`src/logic/dpar_consts.svh`:
```
// constants of the doppler pulse and altitude reader
`ifndef DPAR_CONSTS_SVH
`define DPAR_CONSTS_SVH

// clock rate
`define DPAR_CLK_MHZ 100

// velocity scale: pulses_per_second per knot and top rates
`define DPAR_ALONG_PPS_PER_KNOT 30
`define DPAR_ALONG_MAX_PPS 18000
`define DPAR_ACROSS_PPS_PER_KNOT 85
`define DPAR_ACROSS_MAX_PPS 17000

// least pulse spacing the radar keeps, in microseconds and cycles
`define DPAR_LINE_GAP_US 40
`define DPAR_CROSS_GAP_US 45
`define DPAR_LINE_GAP_CYC (`DPAR_LINE_GAP_US * `DPAR_CLK_MHZ)
`define DPAR_CROSS_GAP_CYC (`DPAR_CROSS_GAP_US * `DPAR_CLK_MHZ)

// altitude arithmetic in 100 ft units
`define DPAR_COARSE_STEP_HUND 11'h005
`define DPAR_ZERO_OFFSET_HUND 11'h00C
`define DPAR_ALT_MIN_HUND (-11'sh00A)
`define DPAR_ALT_MAX_HUND 11'sh17C
`define DPAR_FINE_STEPS 3'h4
`define DPAR_FINE_BAD 3'h7

// counter reset values and gap counter saturation value
`define DPAR_CNT_RST 20'h00000
`define DPAR_GAP_RST 13'h0000
`define DPAR_GAP_SAT 13'h1FFF

`endif

```
`src/logic/dpar_pkg.sv`:
```
// types of the doppler pulse and altitude reader
package dpar_pkg;

    // parallel altitude code, 1 = lead shows continuity to common
    typedef struct packed {
        logic alt_code_top_bit;
        logic alt_first_group_weight1;
        logic alt_first_group_weight2;
        logic alt_first_group_weight4;
        logic alt_second_group_weight1;
        logic alt_second_group_weight2;
        logic alt_second_group_weight4;
        logic alt_fine_group_weight1;
        logic alt_fine_group_weight2;
        logic alt_fine_group_weight4;
    } dpar_alt_code_t;

    // velocity increments since the previous snapshot
    typedef struct packed {
        logic [19:0] along;
        logic signed [19:0] across;
    } dpar_vel_sample_t;

    // decoded altitude
    typedef struct packed {
        logic signed [10:0] hundreds;
        logic code_err;
    } dpar_alt_word_t;

    typedef enum logic {DPAR_ALT_IDLE, DPAR_ALT_DECODE} dpar_alt_state_t;

endpackage

```
`src/logic/dpar_top.sv`:
```
// doppler velocity pulse counter and gray altitude code reader
//
// Behaviour
// - along pulses count up, 30 per knot-second
// - along channel keeps up with 18000 pulses/s
// - along line is one unsigned channel
// - across pulses scale 85 per knot-second
// - across channel counts correctly to 17000/s
// - across: right line positive, left negative
// - doppler available high means data good
// - altitude sampled when the program requests
// - decoder spans -1000 to +38000 feet
// - code bit 1 means continuity to common
// - ten code bits, 100 ft resolution
// - seven coarse bits: gray, 500 ft steps
// - fine group resolves 100 ft within step
// - zero crossing codes decode to -1, 0, +1
// - works with one or two units paralleled
`timescale 1ns/1ps
`default_nettype none
`include "dpar_consts.svh"
module dpar_top
    import dpar_pkg::*;
#(
    parameter logic [12:0] LINE_GAP_CYC = 13'(`DPAR_LINE_GAP_CYC),
    parameter logic [12:0] CROSS_GAP_CYC = 13'(`DPAR_CROSS_GAP_CYC)
) (
    // clock and reset
    input wire logic clk_i,
    input wire logic rst_n_i,
    // doppler radar lines
    input wire logic along_heading_velocity_pulses_i,
    input wire logic across_heading_velocity_pulses_right_i,
    input wire logic across_heading_velocity_pulses_left_i,
    input wire logic doppler_avail_i,
    // velocity snapshot
    input wire logic vel_read_i,
    output dpar_vel_sample_t vel_sample_o,
    output logic vel_valid_o,
    output logic doppler_good_o,
    output logic spacing_err_o,
    // altimeter code, sensed only
    input wire dpar_alt_code_t alt_code_i,
    input wire logic alt_read_i,
    output dpar_alt_word_t alt_o,
    output logic alt_valid_o,
    output logic alt_busy_o
);

    // ------------------------------------------------------------
    // helpers
    // ------------------------------------------------------------
    function automatic logic [6:0] coarse_bin(input dpar_alt_code_t c);
        logic [6:0] g;
        logic [6:0] b;
        g = {c.alt_code_top_bit, c.alt_first_group_weight1, c.alt_first_group_weight2,
             c.alt_first_group_weight4, c.alt_second_group_weight1,
             c.alt_second_group_weight2, c.alt_second_group_weight4};
        b[6] = g[6];
        for (int i = 5; i >= 0; i--) begin
            b[i] = b[i+1] ^ g[i];
        end
        return b;
    endfunction

    // position in the five-state fine cycle, reversed in odd coarse steps
    function automatic logic [2:0] fine_idx(input dpar_alt_code_t c, input logic odd);
        logic [2:0] f;
        case ({c.alt_fine_group_weight1, c.alt_fine_group_weight2, c.alt_fine_group_weight4})
            3'h1: f = 3'h0;
            3'h3: f = 3'h1;
            3'h2: f = 3'h2;
            3'h6: f = 3'h3;
            3'h4: f = 3'h4;
            default: f = `DPAR_FINE_BAD;
        endcase
        if (odd && f != `DPAR_FINE_BAD) begin
            f = `DPAR_FINE_STEPS - f;
        end
        return f;
    endfunction

    // ------------------------------------------------------------
    // pulse detection
    // ------------------------------------------------------------
    logic pulse_a;
    logic pulse_r;
    logic pulse_l;

    dpar_pulse_det u_det_along (
        .clk_i(clk_i),
        .rst_n_i(rst_n_i),
        .line_i(along_heading_velocity_pulses_i),
        .pulse_o(pulse_a)
    );
    dpar_pulse_det u_det_right (
        .clk_i(clk_i),
        .rst_n_i(rst_n_i),
        .line_i(across_heading_velocity_pulses_right_i),
        .pulse_o(pulse_r)
    );
    dpar_pulse_det u_det_left (
        .clk_i(clk_i),
        .rst_n_i(rst_n_i),
        .line_i(across_heading_velocity_pulses_left_i),
        .pulse_o(pulse_l)
    );

    // ------------------------------------------------------------
    // velocity accumulation
    // ------------------------------------------------------------
    logic [19:0] along_q;
    logic signed [19:0] across_q;
    logic signed [19:0] across_step;

    // both lines in one cycle cancel out rather than drop one
    assign across_step = 20'(pulse_r) - 20'(pulse_l);

    // pulse in the snapshot cycle lands in the next window, never lost
    always_ff @(posedge clk_i) begin
        if (!rst_n_i) begin
            along_q <= `DPAR_CNT_RST;
            across_q <= `DPAR_CNT_RST;
        end else if (vel_read_i) begin
            along_q <= 20'(pulse_a);
            across_q <= across_step;
        end else begin
            along_q <= along_q + 20'(pulse_a);
            across_q <= across_q + across_step;
        end
    end

    always_ff @(posedge clk_i) begin
        if (!rst_n_i) begin
            vel_sample_o <= '0;
            vel_valid_o <= 1'b0;
            doppler_good_o <= 1'b0;
        end else begin
            if (vel_read_i) begin
                vel_sample_o <= '{along: along_q, across: across_q};
            end
            vel_valid_o <= vel_read_i;
            doppler_good_o <= doppler_avail_i;
        end
    end

    // ------------------------------------------------------------
    // pulse spacing watch
    // ------------------------------------------------------------
    logic [12:0] gap_a_q;
    logic [12:0] gap_d_q;
    logic seen_a_q;
    logic seen_d_q;
    logic last_left_q;
    logic err_a;
    logic err_d;
    logic pulse_d;

    assign pulse_d = pulse_r | pulse_l;
    assign err_a = pulse_a && seen_a_q && (gap_a_q < LINE_GAP_CYC - 13'h0001);
    // sign change needs the wider crosswise gap
    assign err_d = (pulse_r && pulse_l) || (pulse_d && seen_d_q &&
        ((pulse_l != last_left_q) ? (gap_d_q < CROSS_GAP_CYC - 13'h0001)
                                  : (gap_d_q < LINE_GAP_CYC - 13'h0001)));

    always_ff @(posedge clk_i) begin
        if (!rst_n_i) begin
            gap_a_q <= `DPAR_GAP_RST;
            seen_a_q <= 1'b0;
        end else if (pulse_a) begin
            gap_a_q <= `DPAR_GAP_RST;
            seen_a_q <= 1'b1;
        end else if (gap_a_q != `DPAR_GAP_SAT) begin
            gap_a_q <= gap_a_q + 13'h0001;
        end
    end

    always_ff @(posedge clk_i) begin
        if (!rst_n_i) begin
            gap_d_q <= `DPAR_GAP_RST;
            seen_d_q <= 1'b0;
            last_left_q <= 1'b0;
        end else if (pulse_d) begin
            gap_d_q <= `DPAR_GAP_RST;
            seen_d_q <= 1'b1;
            last_left_q <= pulse_l;
        end else if (gap_d_q != `DPAR_GAP_SAT) begin
            gap_d_q <= gap_d_q + 13'h0001;
        end
    end

    always_ff @(posedge clk_i) begin
        if (!rst_n_i) begin
            spacing_err_o <= 1'b0;
        end else begin
            spacing_err_o <= err_a | err_d;
        end
    end

    // ------------------------------------------------------------
    // altitude read
    // ------------------------------------------------------------
    // inputs are sensed only, so a second unit on the same leads is harmless
    dpar_alt_state_t alt_state_q;
    dpar_alt_code_t code_q;
    logic [6:0] coarse;
    logic [2:0] fine;
    logic [10:0] hund_raw;
    logic signed [10:0] hund;
    logic bad;

    assign coarse = coarse_bin(code_q);
    assign fine = fine_idx(code_q, coarse[0]);
    assign hund_raw = 11'(coarse) * `DPAR_COARSE_STEP_HUND + 11'(fine)
                      - `DPAR_ZERO_OFFSET_HUND;
    assign hund = $signed(hund_raw);
    assign bad = (fine == `DPAR_FINE_BAD) || (hund < `DPAR_ALT_MIN_HUND)
                 || (hund > `DPAR_ALT_MAX_HUND);
    assign alt_busy_o = (alt_state_q != DPAR_ALT_IDLE);

    always_ff @(posedge clk_i) begin
        if (!rst_n_i) begin
            alt_state_q <= DPAR_ALT_IDLE;
            code_q <= '0;
        end else begin
            case (alt_state_q)
                DPAR_ALT_IDLE: begin
                    if (alt_read_i) begin
                        code_q <= alt_code_i;
                        alt_state_q <= DPAR_ALT_DECODE;
                    end
                end
                DPAR_ALT_DECODE: begin
                    alt_state_q <= DPAR_ALT_IDLE;
                end
                default: begin
                    alt_state_q <= DPAR_ALT_IDLE;
                end
            endcase
        end
    end

    always_ff @(posedge clk_i) begin
        if (!rst_n_i) begin
            alt_o <= '0;
            alt_valid_o <= 1'b0;
        end else begin
            alt_valid_o <= (alt_state_q == DPAR_ALT_DECODE);
            if (alt_state_q == DPAR_ALT_DECODE) begin
                alt_o <= '{hundreds: hund, code_err: bad};
            end
        end
    end

    // ------------------------------------------------------------
    // assertions
    // ------------------------------------------------------------
    a_along_counts_up: assert property (@(posedge clk_i) disable iff (!rst_n_i)
        pulse_a && !vel_read_i |=> along_q == $past(along_q) + 20'h00001)
        else $error("along pulse not added");
    a_along_no_sign: assert property (@(posedge clk_i) disable iff (!rst_n_i)
        !vel_read_i |=> along_q >= $past(along_q))
        else $error("along count went down");
    a_across_net: assert property (@(posedge clk_i) disable iff (!rst_n_i)
        !vel_read_i |=> across_q == $past(across_q) + 20'($past(pulse_r))
                                  - 20'($past(pulse_l)))
        else $error("across count not right minus left");
    a_snapshot_keeps: assert property (@(posedge clk_i) disable iff (!rst_n_i)
        vel_read_i |=> vel_valid_o && vel_sample_o.along == $past(along_q)
                       && vel_sample_o.across == $past(across_q))
        else $error("snapshot lost its counts");
    a_doppler_good: assert property (@(posedge clk_i) disable iff (!rst_n_i)
        doppler_avail_i |=> doppler_good_o)
        else $error("doppler good not following discrete");
    a_alt_latency: assert property (@(posedge clk_i) disable iff (!rst_n_i)
        alt_read_i && !alt_busy_o |=> alt_busy_o ##1 (alt_valid_o && !alt_busy_o))
        else $error("altitude not ready two cycles after read");
    a_alt_zero: assert property (@(posedge clk_i) disable iff (!rst_n_i)
        alt_busy_o && code_q == 10'h01A |=> alt_o.hundreds == 11'sh000 && !alt_o.code_err)
        else $error("zero feet code misdecoded");
    a_alt_fine_bad: assert property (@(posedge clk_i) disable iff (!rst_n_i)
        alt_busy_o && fine_idx(code_q, 1'b0) == `DPAR_FINE_BAD |=> alt_o.code_err)
        else $error("illegal fine code accepted");
    a_alt_span: assert property (@(posedge clk_i) disable iff (!rst_n_i)
        alt_valid_o && !alt_o.code_err |-> alt_o.hundreds >= `DPAR_ALT_MIN_HUND
                                           && alt_o.hundreds <= `DPAR_ALT_MAX_HUND)
        else $error("altitude outside span marked good");
    a_gap_flagged: assert property (@(posedge clk_i) disable iff (!rst_n_i)
        pulse_r && pulse_l |=> spacing_err_o)
        else $error("coincident across pulses not flagged");

    c_along_pulse: cover property (@(posedge clk_i) disable iff (!rst_n_i) pulse_a);
    c_left_pulse: cover property (@(posedge clk_i) disable iff (!rst_n_i) pulse_l);
    c_alt_good: cover property (@(posedge clk_i) disable iff (!rst_n_i)
        alt_valid_o && !alt_o.code_err);
    c_spacing_err: cover property (@(posedge clk_i) disable iff (!rst_n_i) spacing_err_o);

endmodule // dpar_top
`default_nettype wire

```
`src/logic/dpar_pulse_det.sv`:
```
// pulse line synchroniser and rising edge detector
`timescale 1ns/1ps
`default_nettype none
module dpar_pulse_det (
    // clock and reset
    input wire logic clk_i,
    input wire logic rst_n_i,
    // pulse line and one count per pulse
    input wire logic line_i,
    output logic pulse_o
);
    logic sync1_q;
    logic sync2_q;
    logic prev_q;

    // ------------------------------------------------------------
    // synchroniser, first stage read only by the second
    // ------------------------------------------------------------
    always_ff @(posedge clk_i) begin
        if (!rst_n_i) begin
            sync1_q <= 1'b0;
            sync2_q <= 1'b0;
            prev_q <= 1'b0;
        end else begin
            sync1_q <= line_i;
            sync2_q <= sync1_q;
            prev_q <= sync2_q;
        end
    end

    // one count per pulse edge; 5 us pulses span hundreds of cycles
    assign pulse_o = sync2_q & ~prev_q;

    // ------------------------------------------------------------
    // assertions
    // ------------------------------------------------------------
    a_edge_to_count: assert property (@(posedge clk_i) disable iff (!rst_n_i)
        $rose(line_i) ##1 line_i |-> ##1 pulse_o)
        else $error("pulse edge not counted two cycles later");
    a_single_count: assert property (@(posedge clk_i) disable iff (!rst_n_i)
        pulse_o |=> !pulse_o)
        else $error("one pulse counted twice");

endmodule // dpar_pulse_det
`default_nettype wire

```
`config.mk`:
```
export PLATFORM = sky130hd
export DESIGN_NAME = dpar_top
export DESIGN_NICKNAME = d
export VERILOG_FILES = /design/src/logic/dpar_pkg.sv /design/src/logic/dpar_top.sv /design/src/logic/dpar_pulse_det.sv
export VERILOG_INCLUDE_DIRS = /design/src /design/src/logic
export SDC_FILE = /design/constraint.sdc
export NUM_CORES = 1
export LEC_CHECK = 0
export ABC_AREA = 1
export BUFFER_PORTS_ARGS = -buffer_cell sky130_fd_sc_hd__buf_2
export CORE_MARGIN = 5
export CORE_UTILIZATION = 45
export CTS_CLUSTER_SIZE = 12
export DETAILED_ROUTE_END_ITERATION = 7
export PLACE_DENSITY_LB_ADDON = 0.1
export SLEW_MARGIN = 25
export SYNTH_ARGS = -nofsm -noshare
export SYNTH_HDL_FRONTEND = slang
export SYNTH_SLANG_ARGS = --single-unit
```
`constraint.sdc`:
```
create_clock -name clk_i -period 4.2 [get_ports clk_i]
set_clock_uncertainty 0.05 [all_clocks]
set_input_delay 0.63 -clock clk_i [delete_from_list [all_inputs] [get_ports clk_i]]
set_output_delay 0.63 -clock clk_i [all_outputs]
set_load 0.03 [all_outputs]
```
==> out/qor.txt <==
Outcome: completed
Die width: 136.1 µm
Gpl congestion: 0.8567
Syn_nets: 1018
Final hold slack: 349.0 ps
Initial antenna violation count: 0
Initial Utilization: 45.52%
Fillers: 1513
Leak Pwr: 3.994 nW
Max cap viols: 0
Antenna Cells: 0
Setup violations, final: 0
Cell Rows: 46
First-pass GRT wire length: 26.39 mm
Vias per cell: 4.850
Ports: 75
Seq/Total Area, Yosys: 40.59%
Clock Pin Slew Worst Setup and Hold Paths: 60 ps
Synthesis-stage register bit count: 145
Final instance area: 8528 µm²
Number of global-route vias before repair: 5756
Post-route ant nets: 0
Area growth, synth to finish: 19.24%
Initial DRT Pass Iterations: 6
Worst Hold Class: input pin to register
Commonest non-fill, non-tap cell in the layout: nand2_1
Clock period minus final worst setup slack: 3991 ps
Die Ht: 136.1 µm
Core region area: 15710 µm²
Clk buf depth: 2
Worst Path Required: 4470 ps
Worst Path Max Fanout: 3
CTS tree: done
FMAX: 250.5 MHz
Warnings, synthesis: 0
Port bufs: 74
Die ar.: 18510 µm²
DRC: 0
Average size of a mapped cell: 7.512 µm²
H-tree Lvls: 4
Placed cell areas: 7861 µm²
WL/cell: 12.00 µm
Post-synthesis async set-or-reset flop share: 0%
Worst Tran Pin Value: 740.6 ps
Worst setup EP type: register
CP top delay family: adder cells
Worst slew margin: 50.45%
Post-synth EDFFs: 0
Flop2flop setup slack: 210 ps
Nets: 1114
Layout cells sized above 1: 16.12%
Commonest cells after routing, fill and taps aside: 211 x nand2_1, 143 x dfxtp_1, 121 x inv_1
DRT iter0 DRCs: 249
Area of the multi-input gates: 3764 µm²
Clock sink count: 145
WP buf/inv: 4
Count of pins over their slew limit: 0
Grt ovf: 0
Final Hold Fails: 0
Cells after Synth: 952
CP max stage delay: 440 ps
Critical path's slowest cell: fa_1
Post-DP HPWL: 11.35 mm
Layout Utilization: 54.28%
CP arrival: 4260 ps
Largest net degree at the start of global routing: 63
Total global-route track usage: 17.48%
Power density over cell area: 450.0 nW/µm²
Routed vias: 6194
Top_reg_cell synth: dfxtp_1
Critical path launch point type: register
Clock Latency Late Sink: 420 ps
Number of buffers created by CTS: 17
Final WL: 15.32 mm
Root Buffer: clkbuf_16
Post-Syn Area: 7152 µm²
Unrepaired setup endpoints after global routing: yes
Placed insts: 1240
VDD IR-drop max: 0.2587 mV
Non-Filler Instances: 1277
Register Area: 2905 µm²
Most used cell, CP: nand2_1
Setup Crit Path Kind: register to register
Tcrit/Tclk final: 95.03%
Netlist cell types: 43
## stage by stage
stage	setup slack (ps)	power [W]	setup TNS, ps
2_1_floorplan	45.79	0.002122	0
3_3_place_gp	77.76	0.002330	0
3_5_place_dp	-15.90	0.002332	-15.90
4_1_cts	5.911	0.003847	0
5_1_grt	-79.95	0.004082	-79.95
6_report	208.7	0.003837	0
## Yosys cell counts, types with 2 or more instances
library cell / instances / area, µm²
ha_1: 45 / 563.0
dfxtp_1: 145 / 2903
nor3_1: 14 / 70.07
nor4_1: 3 / 18.77
o21ai_1: 6 / 30.03
clkbuf_1: 13 / 48.80
o21a_1: 2 / 15.01
nand3_2: 3 / 30.03
a21o_1: 2 / 15.01
o21bai_1: 3 / 22.52
nand3b_1: 4 / 30.03
o211ai_1: 2 / 15.01
o31ai_1: 3 / 22.52
nor2_2: 7 / 43.79
xnor2_1: 12 / 105.1
a22o_1: 27 / 236.5
nand3_1: 38 / 190.2
nand2_2: 6 / 37.54
a31oi_1: 4 / 25.02
o21ai_0: 85 / 425.4
xor2_1: 15 / 131.4
nand4_2: 2 / 25.02
nor2_1: 80 / 300.3
nand4_1: 10 / 62.56
or2_2: 2 / 12.51
fa_1: 3 / 60.06
inv_2: 5 / 18.77
a21oi_1: 60 / 300.3
inv_1: 125 / 469.2
nand2_1: 212 / 795.8
a21boi_0: 2 / 15.01
## final cells by class
cell class / instances / area share, %
Clock inverter: 13 / 1.599
Multi-Input combinational cell: 661 / 44.13
Tap cell: 216 / 3.169
Sequential cell: 145 / 34.07
Timing Repair Buffer: 92 / 5.927
Clock buffer: 19 / 5.311
Inverter: 131 / 5.795
## flip-flops by register name (all words and copies together), names as in the netlist, 9 cells and up
| signal | count |
|---|---|
| alt_o | 12 |
| vel_sample_o | 40 |
| across_q | 20 |
| along_q | 20 |
| gap_a_q | 13 |
| code_q | 9 |
| gap_d_q | 13 |
## repair_timing
action | 4_1_cts | 5_1_grt
endpoints found under the setup margin | 1 | 2
buffers inserted | 0 | 5
resized for setup | 0 | 16
pin swaps | 1 | 15
hold buffers | 0 | 0
## routing by layer
| metal | GRT usage [%] | share of wire (%) |
|---|---|---|
| met1 | 23.00 | 49 |
| met4 | 5.263 | 1.3 |
| met3 | 5.070 | 4.2 |
| met5 | 0 | 0 |
| met2 | 27.85 | 46 |
## final timing paths
kind	startpoint	to	depth (start not counted)
max	coarse[6]$_SDFFE_PN0P_	alt_o[0]$_SDFFE_PN0P_	28
min	doppler_avail_i	doppler_good_o$_SDFF_PN0_	3
max reg2reg	coarse[6]$_SDFFE_PN0P_	alt_o[0]$_SDFFE_PN0P_	28
min reg2reg	u_det_left.sync1_q$_SDFF_PN0_	u_det_left.sync2_q$_SDFF_PN0_	2
## where the power goes
part	total (W)	switching (W)	internal (W)
clock	0.00149	0.000587	0.000905
combinational	0.000875	0.000528	0.000347
sequential	0.00147	0.0000382	0.00143
total	0.00384	0.00115	0.00268
## cells by family (layout without fill, tap and decap cells)
kind of cell | count (synthesis) | count (layout) | share of synthesized area (%)
and+or+nand+nor | 387 | 387 | 23.55
buffers and inverters | 146 | 255 | 7.680
AOI/OAI and AO/OA | 198 | 198 | 15.94
DFF | 145 | 145 | 40.59
adders and majority gates | 48 | 48 | 8.712
xor gates and xnor gates | 28 | 28 | 3.534
## worst register-to-register path, delay by kind of cell, from the launching register on
| kind | cells | cell delay (ps) |
|---|---|---|
| AO/OA/AOI/OAI | 2 | 170 |
| XOR/XNOR | 2 | 380 |
| adder cells (fa/ha/maj) | 6 | 1730 |
| buffers and inverters | 4 | 180 |
| flip-flops | 1 | 330 |
| AND/OR/NAND/NOR | 14 | 1060 |
(Power assumes the default switching activity.)
